==> src/pkg/dif_pkg.sv <==
// Shared constants and types for the digital input function decoder
package dif_pkg;
  localparam int NUM_TERM = 7;
  localparam int CODE_W = 8;
  // Legal code ranges
  localparam logic [7:0] CODE_MAX_LOW = 8'h4A;
  localparam logic [7:0] CODE_INV_BASE = 8'h64;
  localparam logic [7:0] CODE_MAX_INV = 8'hAE;
  // Function codes
  localparam logic [7:0] FN_2W_FWD = 8'h00;
  localparam logic [7:0] FN_2W_REV = 8'h01;
  localparam logic [7:0] FN_3W = 8'h02;
  localparam logic [7:0] FN_LOCAL = 8'h03;
  localparam logic [7:0] FN_SRC2 = 8'h04;
  localparam logic [7:0] FN_STEP1 = 8'h05;
  localparam logic [7:0] FN_STEP4 = 8'h08;
  localparam logic [7:0] FN_JOG = 8'h09;
  localparam logic [7:0] FN_UP = 8'h0A;
  localparam logic [7:0] FN_DOWN = 8'h0B;
  localparam logic [7:0] FN_UP2 = 8'h0C;
  localparam logic [7:0] FN_DOWN2 = 8'h0D;
  localparam logic [7:0] FN_FORWARD_JOG_CMD = 8'h0E;
  localparam logic [7:0] FN_REVERSE_JOG_CMD = 8'h0F;
  localparam logic [7:0] FN_EF_FIRST = 8'h17;
  localparam logic [7:0] FN_EF_LAST = 8'h26;
  localparam logic [7:0] FN_FAULT_RST = 8'h27;
  localparam logic [7:0] FN_OVERHEAT = 8'h28;
  localparam logic [7:0] FN_PULSE_IN = 8'h4A;
  // Reset codes, terminal 1 in the low byte
  localparam logic [NUM_TERM*8-1:0] TERM_RST_CODES =
    {8'h09, 8'h06, 8'h05, 8'h27, 8'h17, 8'h01, 8'h00};
  // Timing
  localparam int CLK_PERIOD_NS = 50;
  localparam int RUN_QUAL_TIME_NS = 2000000;
  localparam int RUN_QUAL_CYCLES =
    (RUN_QUAL_TIME_NS + CLK_PERIOD_NS - 1) / CLK_PERIOD_NS;
  localparam int LED_HALF_TIME_NS = 250000000;
  localparam int LED_HALF_CYCLES = LED_HALF_TIME_NS / CLK_PERIOD_NS;
  localparam logic [1:0] POWERUP_SETTLE = 2'h3;
  // Motor data
  localparam logic [15:0] CAP_MAX = 16'hFDE8;
  localparam logic [15:0] CAP_COARSE_DIV = 16'h000A;
  localparam logic [5:0] DEFAULT_POLES = 6'h04;
  localparam logic [31:0] SLIP_SCALE = 32'h0000_0064;
  localparam logic [31:0] SLIP_DIV = 32'h0000_0078;

  typedef struct packed {
    logic fwdRun2w;
    logic revRun2w;
    logic localSel;
    logic srcSel2;
    logic [3:0] speedSel;
    logic jog;
    logic up;
    logic down;
    logic up2;
    logic down2;
    logic forwardJogCmd;
    logic reverseJogCmd;
    logic [15:0] extFault;
    logic faultReset;
    logic overheatAlarmInput;
  } dif_cmd_s;
endpackage

==> src/dif_sync.sv <==
// Two-stage synchroniser for terminal levels
`timescale 1ns/10ps
`default_nettype none
module dif_sync #(
  parameter int W = 7
) (
  input wire logic mclk,
  input wire logic arst_n,
  input wire logic [W-1:0] d,
  output logic [W-1:0] q
);
  logic [W-1:0] meta_q;

  always_ff @(posedge mclk or negedge arst_n) begin
    if (!arst_n) begin
      meta_q <= '0;
      q <= '0;
    end else begin
      meta_q <= d;
      q <= meta_q;
    end
  end
endmodule
`default_nettype wire

==> src/dif_input_decoder.sv <==
// Multi-function digital input decoder with three-wire sequencing
`timescale 1ns/10ps
`default_nettype none
module dif_input_decoder #(
  parameter int RUN_QUAL_CYCLES = dif_pkg::RUN_QUAL_CYCLES,
  parameter int LED_HALF_CYCLES = dif_pkg::LED_HALF_CYCLES
) (
  input wire logic mclk,
  input wire logic arst_n,
  input wire logic [6:0] termIn,
  input wire logic cfgWrEn,
  input wire logic [2:0] cfgTerm,
  input wire logic [7:0] cfgCode,
  input wire logic powerupRunAccept,
  input wire logic [15:0] motorRatedCapacity,
  input wire logic maxCapAbove300,
  input wire logic closedLoop,
  input wire logic [5:0] motorPoleCount,
  input wire logic [15:0] ratedFreq,
  input wire logic [15:0] ratedSpeed,
  output dif_pkg::dif_cmd_s cmd_q,
  output logic motorRun_q,
  output logic motorReverse_q,
  output logic threeWire_q,
  output logic seventhPulseInput_q,
  output logic inputConfigError_q,
  output logic powerupFault_q,
  output logic ledFlash_q,
  output logic extFaultEvent_q,
  output logic [2:0] extFaultTerm_q,
  output logic [15:0] capDisplay_q,
  output logic capCoarse_q,
  output logic [15:0] motorRatedSlip_q
);
  localparam int NT = dif_pkg::NUM_TERM;

  logic [NT-1:0] syncIn;
  logic [7:0] selCode_q [NT];
  logic [7:0] lowCode [NT];
  logic [NT*8-1:0] selFlat;
  logic [NT-1:0] invSel, termAct, usable, efAct, efPrev_q, efRise;
  logic threeWire, dirAct, fwd2, rev2, upAny, downAny, codeLegal;
  logic runAct, stopAct, runCmd, runQualified, blocked, checkDone_q;
  logic runBlocked_q;
  logic [31:0] qualCnt_q, ledCnt_q, slipProd;
  logic [1:0] settleCnt_q;
  logic [15:0] capStored;
  logic [5:0] poles;
  logic [2:0] efTerm;
  dif_pkg::dif_cmd_s cmdD;

  dif_sync #(.W(NT)) u_sync (
    .mclk(mclk),
    .arst_n(arst_n),
    .d(termIn),
    .q(syncIn)
  );

  // Function selectors, illegal codes dropped
  assign codeLegal = (cfgCode <= dif_pkg::CODE_MAX_LOW) ||
    (cfgCode >= dif_pkg::CODE_INV_BASE &&
     cfgCode <= dif_pkg::CODE_MAX_INV);

  always_ff @(posedge mclk or negedge arst_n) begin
    if (!arst_n) begin
      for (int i = 0; i < NT; i++) begin
        selCode_q[i] <= dif_pkg::TERM_RST_CODES[i*8 +: 8];
      end
    end else if (cfgWrEn && codeLegal && int'(cfgTerm) < NT) begin
      selCode_q[cfgTerm] <= cfgCode;
    end
  end

  for (genvar t = 0; t < NT; t++) begin : g_term
    assign selFlat[t*8 +: 8] = selCode_q[t];
    assign invSel[t] = selCode_q[t] >= dif_pkg::CODE_INV_BASE;
    assign lowCode[t] = invSel[t] ?
      8'(selCode_q[t] - dif_pkg::CODE_INV_BASE) : selCode_q[t];
    assign termAct[t] = syncIn[t] ^ invSel[t];
    assign usable[t] = !(t < 2 && threeWire) &&
      !(t == NT - 1 && lowCode[t] == dif_pkg::FN_PULSE_IN);
    assign efAct[t] = usable[t] && termAct[t] &&
      lowCode[t] >= dif_pkg::FN_EF_FIRST &&
      lowCode[t] <= dif_pkg::FN_EF_LAST;
    assign efRise[t] = efAct[t] && !efPrev_q[t];
  end

  // Three-wire selection on terminals three to seven
  always_comb begin
    threeWire = 1'b0;
    dirAct = 1'b0;
    for (int t = 2; t < NT; t++) begin
      if (lowCode[t] == dif_pkg::FN_3W) begin
        threeWire = 1'b1;
        dirAct = termAct[t];
      end
    end
  end

  // Level function decode
  always_comb begin
    cmdD = '0;
    upAny = 1'b0;
    downAny = 1'b0;
    for (int t = 0; t < NT; t++) begin
      if (usable[t]) begin
        case (lowCode[t])
          dif_pkg::FN_2W_FWD: cmdD.fwdRun2w |= termAct[t];
          dif_pkg::FN_2W_REV: cmdD.revRun2w |= termAct[t];
          dif_pkg::FN_LOCAL: cmdD.localSel |= termAct[t];
          dif_pkg::FN_SRC2: cmdD.srcSel2 |= termAct[t];
          dif_pkg::FN_JOG: cmdD.jog |= termAct[t];
          dif_pkg::FN_UP: begin
            cmdD.up |= termAct[t];
            upAny = 1'b1;
          end
          dif_pkg::FN_DOWN: begin
            cmdD.down |= termAct[t];
            downAny = 1'b1;
          end
          dif_pkg::FN_UP2: cmdD.up2 |= termAct[t];
          dif_pkg::FN_DOWN2: cmdD.down2 |= termAct[t];
          dif_pkg::FN_FORWARD_JOG_CMD: cmdD.forwardJogCmd |= termAct[t];
          dif_pkg::FN_REVERSE_JOG_CMD: cmdD.reverseJogCmd |= termAct[t];
          dif_pkg::FN_FAULT_RST: cmdD.faultReset |= termAct[t];
          dif_pkg::FN_OVERHEAT: cmdD.overheatAlarmInput |= termAct[t];
          default: begin
            if (lowCode[t] >= dif_pkg::FN_STEP1 &&
                lowCode[t] <= dif_pkg::FN_STEP4) begin
              cmdD.speedSel[2'(lowCode[t] - dif_pkg::FN_STEP1)] |=
                termAct[t];
            end
            if (efAct[t]) begin
              cmdD.extFault[4'(lowCode[t] - dif_pkg::FN_EF_FIRST)] = 1'b1;
            end
          end
        endcase
      end
    end
  end

  always_ff @(posedge mclk or negedge arst_n) begin
    if (!arst_n) begin
      cmd_q <= '0;
      threeWire_q <= 1'b0;
      seventhPulseInput_q <= 1'b0;
      inputConfigError_q <= 1'b0;
    end else begin
      cmd_q <= cmdD;
      threeWire_q <= threeWire;
      seventhPulseInput_q <= lowCode[NT-1] == dif_pkg::FN_PULSE_IN;
      inputConfigError_q <= upAny ^ downAny;
    end
  end

  // Run qualification and sequencing
  assign runAct = termAct[0];
  assign stopAct = termAct[1];
  assign fwd2 = cmdD.fwdRun2w;
  assign rev2 = cmdD.revRun2w;
  assign runCmd = threeWire ? runAct : (fwd2 | rev2);
  assign runQualified = runAct && qualCnt_q == 32'(RUN_QUAL_CYCLES);
  assign blocked = runBlocked_q || !checkDone_q;

  always_ff @(posedge mclk or negedge arst_n) begin
    if (!arst_n) begin
      qualCnt_q <= '0;
    end else if (!threeWire || !runAct) begin
      qualCnt_q <= '0;
    end else if (qualCnt_q != 32'(RUN_QUAL_CYCLES)) begin
      qualCnt_q <= qualCnt_q + 32'h1;
    end
  end

  always_ff @(posedge mclk or negedge arst_n) begin
    if (!arst_n) begin
      motorRun_q <= 1'b0;
    end else if (!threeWire) begin
      motorRun_q <= (fwd2 ^ rev2) && !blocked;
    end else if (!stopAct) begin
      motorRun_q <= 1'b0;
    end else if (runQualified && !blocked) begin
      motorRun_q <= 1'b1;
    end
  end

  always_ff @(posedge mclk or negedge arst_n) begin
    if (!arst_n) begin
      motorReverse_q <= 1'b0;
    end else begin
      motorReverse_q <= threeWire ? dirAct : (rev2 && !fwd2);
    end
  end

  // Power-up run check after synchronisers settle
  always_ff @(posedge mclk or negedge arst_n) begin
    if (!arst_n) begin
      settleCnt_q <= '0;
      checkDone_q <= 1'b0;
      runBlocked_q <= 1'b0;
      powerupFault_q <= 1'b0;
    end else if (!checkDone_q) begin
      if (settleCnt_q != dif_pkg::POWERUP_SETTLE) begin
        settleCnt_q <= settleCnt_q + 2'h1;
      end else begin
        checkDone_q <= 1'b1;
        runBlocked_q <= runCmd && !powerupRunAccept;
        powerupFault_q <= runCmd && !powerupRunAccept;
      end
    end else if (!runCmd) begin
      runBlocked_q <= 1'b0;
      powerupFault_q <= 1'b0;
    end
  end

  always_ff @(posedge mclk or negedge arst_n) begin
    if (!arst_n) begin
      ledCnt_q <= '0;
      ledFlash_q <= 1'b0;
    end else if (!powerupFault_q) begin
      ledCnt_q <= '0;
      ledFlash_q <= 1'b0;
    end else if (ledCnt_q == 32'(LED_HALF_CYCLES - 1)) begin
      ledCnt_q <= '0;
      ledFlash_q <= !ledFlash_q;
    end else begin
      ledCnt_q <= ledCnt_q + 32'h1;
    end
  end

  // External fault events, lowest terminal reported
  always_comb begin
    efTerm = 3'h0;
    for (int t = NT - 1; t >= 0; t--) begin
      if (efRise[t]) begin
        efTerm = 3'(t + 1);
      end
    end
  end

  always_ff @(posedge mclk or negedge arst_n) begin
    if (!arst_n) begin
      efPrev_q <= '0;
      extFaultEvent_q <= 1'b0;
      extFaultTerm_q <= 3'h0;
    end else begin
      efPrev_q <= efAct;
      extFaultEvent_q <= |efRise;
      if (|efRise) begin
        extFaultTerm_q <= efTerm;
      end
    end
  end

  // Motor data
  assign capStored = motorRatedCapacity > dif_pkg::CAP_MAX ?
    dif_pkg::CAP_MAX : motorRatedCapacity;
  assign poles = closedLoop ? motorPoleCount : dif_pkg::DEFAULT_POLES;
  assign slipProd = (32'(ratedSpeed) * 32'(poles) * dif_pkg::SLIP_SCALE) /
    dif_pkg::SLIP_DIV;

  always_ff @(posedge mclk or negedge arst_n) begin
    if (!arst_n) begin
      capDisplay_q <= '0;
      capCoarse_q <= 1'b0;
      motorRatedSlip_q <= '0;
    end else begin
      capDisplay_q <= maxCapAbove300 ?
        capStored / dif_pkg::CAP_COARSE_DIV : capStored;
      capCoarse_q <= maxCapAbove300;
      motorRatedSlip_q <= 32'(ratedFreq) > slipProd ?
        16'(32'(ratedFreq) - slipProd) : 16'h0;
    end
  end
endmodule
`default_nettype wire

==> config.mk <==
export PLATFORM = sky130hd
export DESIGN_NAME = dif_input_decoder
export DESIGN_NICKNAME = d
export VERILOG_FILES = /design/src/pkg/dif_pkg.sv /design/src/dif_sync.sv /design/src/dif_input_decoder.sv
export SDC_FILE = /design/constraint.sdc
export NUM_CORES = 1
export LEC_CHECK = 0
export ABC_CLOCK_PERIOD_IN_PS = 7650
export BUFFER_PORTS_ARGS = -buffer_cell sky130_fd_sc_hd__buf_4
export CAP_MARGIN = 10
export CORE_UTILIZATION = 30
export CTS_CLUSTER_SIZE = 25
export DETAILED_ROUTE_END_ITERATION = 8
export PLACE_DENSITY = 0.53
export SYNTH_ARGS = -nofsm -noshare
export SYNTH_HDL_FRONTEND = slang
export SYNTH_SLANG_ARGS = --single-unit
==> constraint.sdc <==
create_clock -name mclk -period 7.65 [get_ports mclk]
set_clock_uncertainty 0.15 [all_clocks]
set_input_delay 0.765 -clock mclk [delete_from_list [all_inputs] [get_ports mclk]]
set_output_delay 0.765 -clock mclk [all_outputs]
set_load 0.005 [all_outputs]
Word level (Yosys, flattened, before mapping)
Index checks and enable logic that the tools add are counted.
{ "totals": {"register_bits": 221, "in_bits": 78} }
{ "classes": {"eq_ne": 98, "multipliers": 2, "n_mux": 237, "n_addsub": 25, "reduce_logical": 90, "order_cmp": 71, "div_mod_pow": 2, "bitwise": 104} }
{ "ops": {"columns": ["operator", "count"], "rows": [
  ["== test 8 x 4 -> 1 bit (second input constant)", 49],
  ["two-way mux 16 bit", 17],
  ["two-way mux 1 bit", 154],
  ["two-way mux 32 bit", 4],
  ["== test 8 x 6 -> 1 bit (second input constant)", 14],
  ["two-way mux 33 bit", 3],
  ["== test 8 x 2 -> 1 bit (second input constant)", 12],
  ["OR 16 bit", 6],
  ["OR reduction 13 bit", 7],
  ["OR 1 bit", 86],
  ["adder 32 x 1 -> 32 bit (second input constant)", 2],
  [">= comparator 8 x 7 -> 1 bit (second input constant)", 8],
  ["two-way mux 8 bit", 8],
  ["bitwise mux 56 bit", 1],
  ["== test 8 x 1 -> 1 bit (second input constant)", 7],
  ["== test 8 x 3 -> 1 bit (second input constant)", 7],
  [">= comparator 8 x 3 -> 1 bit (second input constant)", 7],
  [">= comparator 8 x 5 -> 1 bit (second input constant)", 7],
  ["less-or-equal comparator 8 x 4 -> 1 bit (second input constant)", 7],
  ["less-or-equal comparator 8 x 6 -> 1 bit (second input constant)", 7],
  ["logical NOT 8 bit", 7],
  ["two-way mux 4 bit", 14],
  ["subtractor 8 x 7 -> 8 bit (second input constant)", 7],
  ["logical AND 1 bit", 54],
  ["other kinds (42)", 134]
]} }

Logic depth before layout (Yosys ltp)
{ "logic_depth": {"word_depth": 58, "depth_mapped": 133} }

By module
A second synthesis with hierarchy kept.
{ "hier_totals": {"hier_cells": 3954, "area_unflattened_um2": 30894.6} }
{ "by_module_without_submodules": {"columns": ["module", "area_each_um2", "seq_area_each_um2", "cells_each", "instances"], "rows": [
  ["dif_input_decoder", 30544.3, 5198.7, 3940, 1],
  ["dif_sync", 350.3, 350.3, 14, 1]
]} }

Worst setup path after synthesis
Ideal clock, no wire load.
{ "synth_timing": {"path_kind": "input -> register", "start": "in closedLoop", "end": "reg motorRatedSlip_q[15]", "t_arrival_ns": 27.743, "path_slack_ns": -20.369, "stages": 123, "path_cell_list": "clkbuf_1 > clkbuf_1 > and3_1 > fa_1 > fa_1 > inv_1 > fa_1 > inv_1 > ha_1 > inv_1 > o21ai_0 > a21oi_1 > o21ai_0 > a21oi_1 > o21ai_0 > a21oi_1 > o21bai_1 > a21oi_1 > [... 87 more ...] > ha_1 > nor2b_1 > o21ai_0 > nand2b_1 > a21o_1 > a21o_1 > a21o_1 > a21o_1 > a21o_1 > a21o_1 > a21o_1 > a21o_1 > a21oi_1 > o21bai_1 > a21o_1 > a21oi_1 > xor2_1 > nor2_1"} }
{ "synth_via": {"elab_chain_len": 6, "word_cells_on_any_way": 7, "classes_between": "add/sub: 1; mul: 2; div: 1; order compare: 1; mux: 2"} }
{ "synth_rtl": {"columns": ["element", "line", "text"], "rows": [
  ["start, declared", "dif_input_decoder.sv:17", "input wire logic closedLoop,"],
  ["two-way mux 6 bit *", "dif_input_decoder.sv:258", "assign poles = closedLoop ? motorPoleCount : dif_pkg::DEFAULT_POLES;"],
  ["multiplier 16 x 6 -> 22 bit *", "dif_input_decoder.sv:259", "assign slipProd = (32'(ratedSpeed) * 32'(poles) * dif_pkg::SLIP_SCALE) /"],
  ["multiplier 22 x 5 -> 27 bit *", "dif_input_decoder.sv:259", null],
  ["divider 29 x 7 -> 32 bit *", "dif_input_decoder.sv:259", null],
  ["> comparator 16 x 32 -> 1 bit or subtractor 16 bit (tied branches)", "dif_input_decoder.sv:271, dif_input_decoder.sv:272", null],
  ["two-way mux 16 bit *", "dif_input_decoder.sv:271", "motorRatedSlip_q <= 32'(ratedFreq) > slipProd ?"],
  ["end signal, assigned", "dif_input_decoder.sv:271", null],
  ["end, declared", "dif_input_decoder.sv:33", "output logic [15:0] motorRatedSlip_q"]
]} }
Mark *: on every way between the ends. The rest lies on a longest branch, timed or not.
A chain may end at the register's enable or synchronous reset.

Worst setup path in the final report
Ends and elaborated chain as after synthesis.

==> results.md <==
* WP data required at 8050 ps
* CTS max path bufs at 3
* Critical path's slowest cell: fa_1
* Routed vias at 33700
* Root Buffer: clkbuf_16
* Final critical-path required period at 26160 ps
* Final WS setup at -18510 ps
* Failing checks: negative setup slack
* Die Width at 320 um
* Nature of the critical path endpoint: flop
* Crit start category: primary input
* Post-synth EDFFs at 0
* Mapped Area at 0.0303 mm2
* Sequential area share after synthesis at 18.3%
* Initial Utilization at 30.3%
* Initial drt markers at 2104
* DR WL/cell at 17.5 um
* Synthesized instance count at 3880
* Crit Path Max Fanout at 12
* Congestion Overflow GR at 0
* Number of library cell types mapped by synthesis at 149
* Fin. Hold Viols at 0
* Die H at 320 um
* Clock slew at reported path FFs at 60 ps
* Vias in the first global route at 32900
* CTS tree: built
* Largest net degree at the start of global routing at 134
* Final #Nets at 5467
* H-tree depth at 1
* DRT met1 WL at 51.5 mm
* Asr flop ratio synth at 100%
* Antenna cell count at 0
* Share of post-route cells with drive strength above 1 at 39.3%
* Fin Hold WS at 36.0 ps
* Std-Cell Core Area at 0.100 mm2
* GPL Wtd Cong at 0.982
* Fillers at 9872
* # setup viols final at 16
* Syn Nets at 4219
* Top layer in use: met4
* Synthesis-stage register bit count at 221
* GRT Resource Usage Total at 21.1%
* Num ports at 155
* HPWL Detailed at 88.4 mm
* Row cnt at 116
* Vias per inst at 5.23
* Drt first pass iters at 7
* Layout area overhead at 50.4%
* Max Clock Freq at 0.0382 GHz
* Die ar. at 0.102 mm2
* Max Cap Viol at 0
* DRT antenna net count at 0
* Slew Limit Fails at 0
* Worst path arrival time at 26560 ps
* Crit path kind: primary input to flop
* Routed wl met3 at 4.27 mm
* Run status: finished with violations
* Worst-margin pin slew at 1090 ps
* Initial antenna violation count at 2
* DRC violation count after routing at 0
* Post-Route WL at 113 mm
* Unrepaired setup endpoints after global routing: yes
* Tcrit/Tclk final at 342%
* Met2 routed WL at 53.9 mm
* CP max stage delay at 550 ps
* Clock Sinks at 221
* Syn_area_per_cell at 7.81 um2
* Rel. slew slack at 27.3%
* Cts bufs inserted at 31
* Global-route wire length before repair at 177 mm
* Latest clock arrival within the worst-skew pair at 620 ps
* Ys Warns at 0
* Ys flop type: dfrtp_1
* Worst path most repeated cell: buf_4
* PortBufs at 154
* Min-Delay Path Class: primary input to asynchronous set/reset pin
state kept, by name (all words and copies together), names as in the netlist, 16 cells and up:
register and cells:
qualCnt_q 32, capDisplay_q 16, selCode_q 56, cmd_q 33, ledCnt_q 32, motorRatedSlip_q 16
per-stage QoR:
stage          std cells  area, um2  worst slack, ps  setup TNS (ps)  utilization [%]
5_1_grt             6450      45600           -19700         -314670             45.5
3_5_place_dp        6266      41100           -20090         -321490             41.1
4_1_cts             6380      43300           -18420         -294500             43.3
3_3_place_gp        6266      41100           -19650         -314680             41.1
2_1_floorplan       3880      31000           -18700         -293760                -
6_report            6450      45600           -18510         -295750             45.5
per-layer routing:
metal,up-vias,track usage [%]
met4,0,5.35
met5,-,0
met1,16200,28.3
met3,158,1.61
met2,735,36.3
li1,16700,-
final timing paths:
check,depth (start not counted),to,slack [ps],start
setup / recovery,124,motorRatedSlip_q[15],-18510,closedLoop
hold / removal,1,selCode_q[5],40,arst_n
setup reg to reg,38,cmd_q[27],220,selCode_q[16]
hold reg to reg,0,u_sync.q[4],200,u_sync.meta_q[4]
max in group asynchronous,2,motorRatedSlip_q[8],6070,arst_n
min in group mclk,1,u_sync.meta_q[0],100,termIn[0]
critical path, delay by kind of cell:
family,cells,cell delay (ps)
muxes,3,920
xor gates and xnor gates,5,970
and+or+nand+nor,30,6710
adders and majority gates,10,3720
buffers and inverters,31,4060
AOI/OAI and AO/OA,45,9360
cell usage after synthesis (50+ instances only):
master    instances  area share [%]
nand2_1         390             4.8
nor2_1          354             4.4
inv_1           221             2.7
a21oi_1         213             3.5
dfrtp_1         206              17
ha_1            187             7.7
xnor2_1         182             5.3
o21ai_0         162             2.7
nand3_1         156             2.6
xor2_1          118             3.4
and3_1          117             2.4
nor3_1          108             1.8
clkbuf_1         97             1.2
fa_1             74             4.9
and2_1           67             1.4
mux2_2           65             2.4
a21o_1           62             1.5
o22ai_1          54             1.1
nand2b_1         53             1.1
nand4_1          50             1.0
what timing repair did:
| item | CTS | global route |
|---|---|---|
| buffers inserted | 56 | 73 |
| setup endpoints to repair | 20 | 20 |
| gates cloned | 3 | 1 |
| pin swaps | 80 | 180 |
| resized for setup | 139 | 350 |
| hold buffers | 0 | 0 |
placed cells by master (no fill, tap or decap), types with 37 or more instances in the layout:
| cell | synthesis | layout |
|---|---|---|
| nor2_1 | 354 | 325 |
| a21o_1 | 62 | 60 |
| nor3_1 | 108 | 96 |
| mux2_2 | 65 | 63 |
| a31oi_1 | 49 | 38 |
| inv_1 | 221 | 205 |
| o21ai_0 | 162 | 137 |
| nand4_1 | 50 | 50 |
| a21oi_2 | 9 | 37 |
| and3_1 | 117 | 108 |
| or3_1 | 48 | 45 |
| and2_1 | 67 | 54 |
| xnor2_1 | 182 | 152 |
| xor2_1 | 118 | 108 |
| nand2_1 | 390 | 371 |
| ha_1 | 187 | 158 |
| o22ai_1 | 54 | 52 |
| dfrtp_1 | 206 | 206 |
| o211ai_1 | 38 | 38 |
| fa_1 | 74 | 72 |
| nand3_1 | 156 | 142 |
| a21oi_1 | 213 | 172 |
| nand2b_1 | 53 | 47 |
| buf_4 | 11 | 1322 |
kinds of logic after synthesis:
group	share of synthesized area, %
AOI/OAI and AO/OA	24.0
xor gates and xnor gates	9.26
adders and majority gates	12.8
buffers and inverters	4.93
DFF	18.3
muxes	4.51
and+or+nand+nor	26.2
final cells by class:
type	instances	area, um2	share of cell area (%)
tap	1298	1620	3.56
multi-input combinational	3290	26200	57.4
clock inverter	13	113	0.247
timing repair buffer	1353	10400	22.7
inverter	231	870	1.91
clock buffer	44	895	1.96
sequential	221	5550	12.2
Power is left out: the tool's default activity adds up to more than one toggle a clock period on the data nets, which glitch-free logic cannot reach.
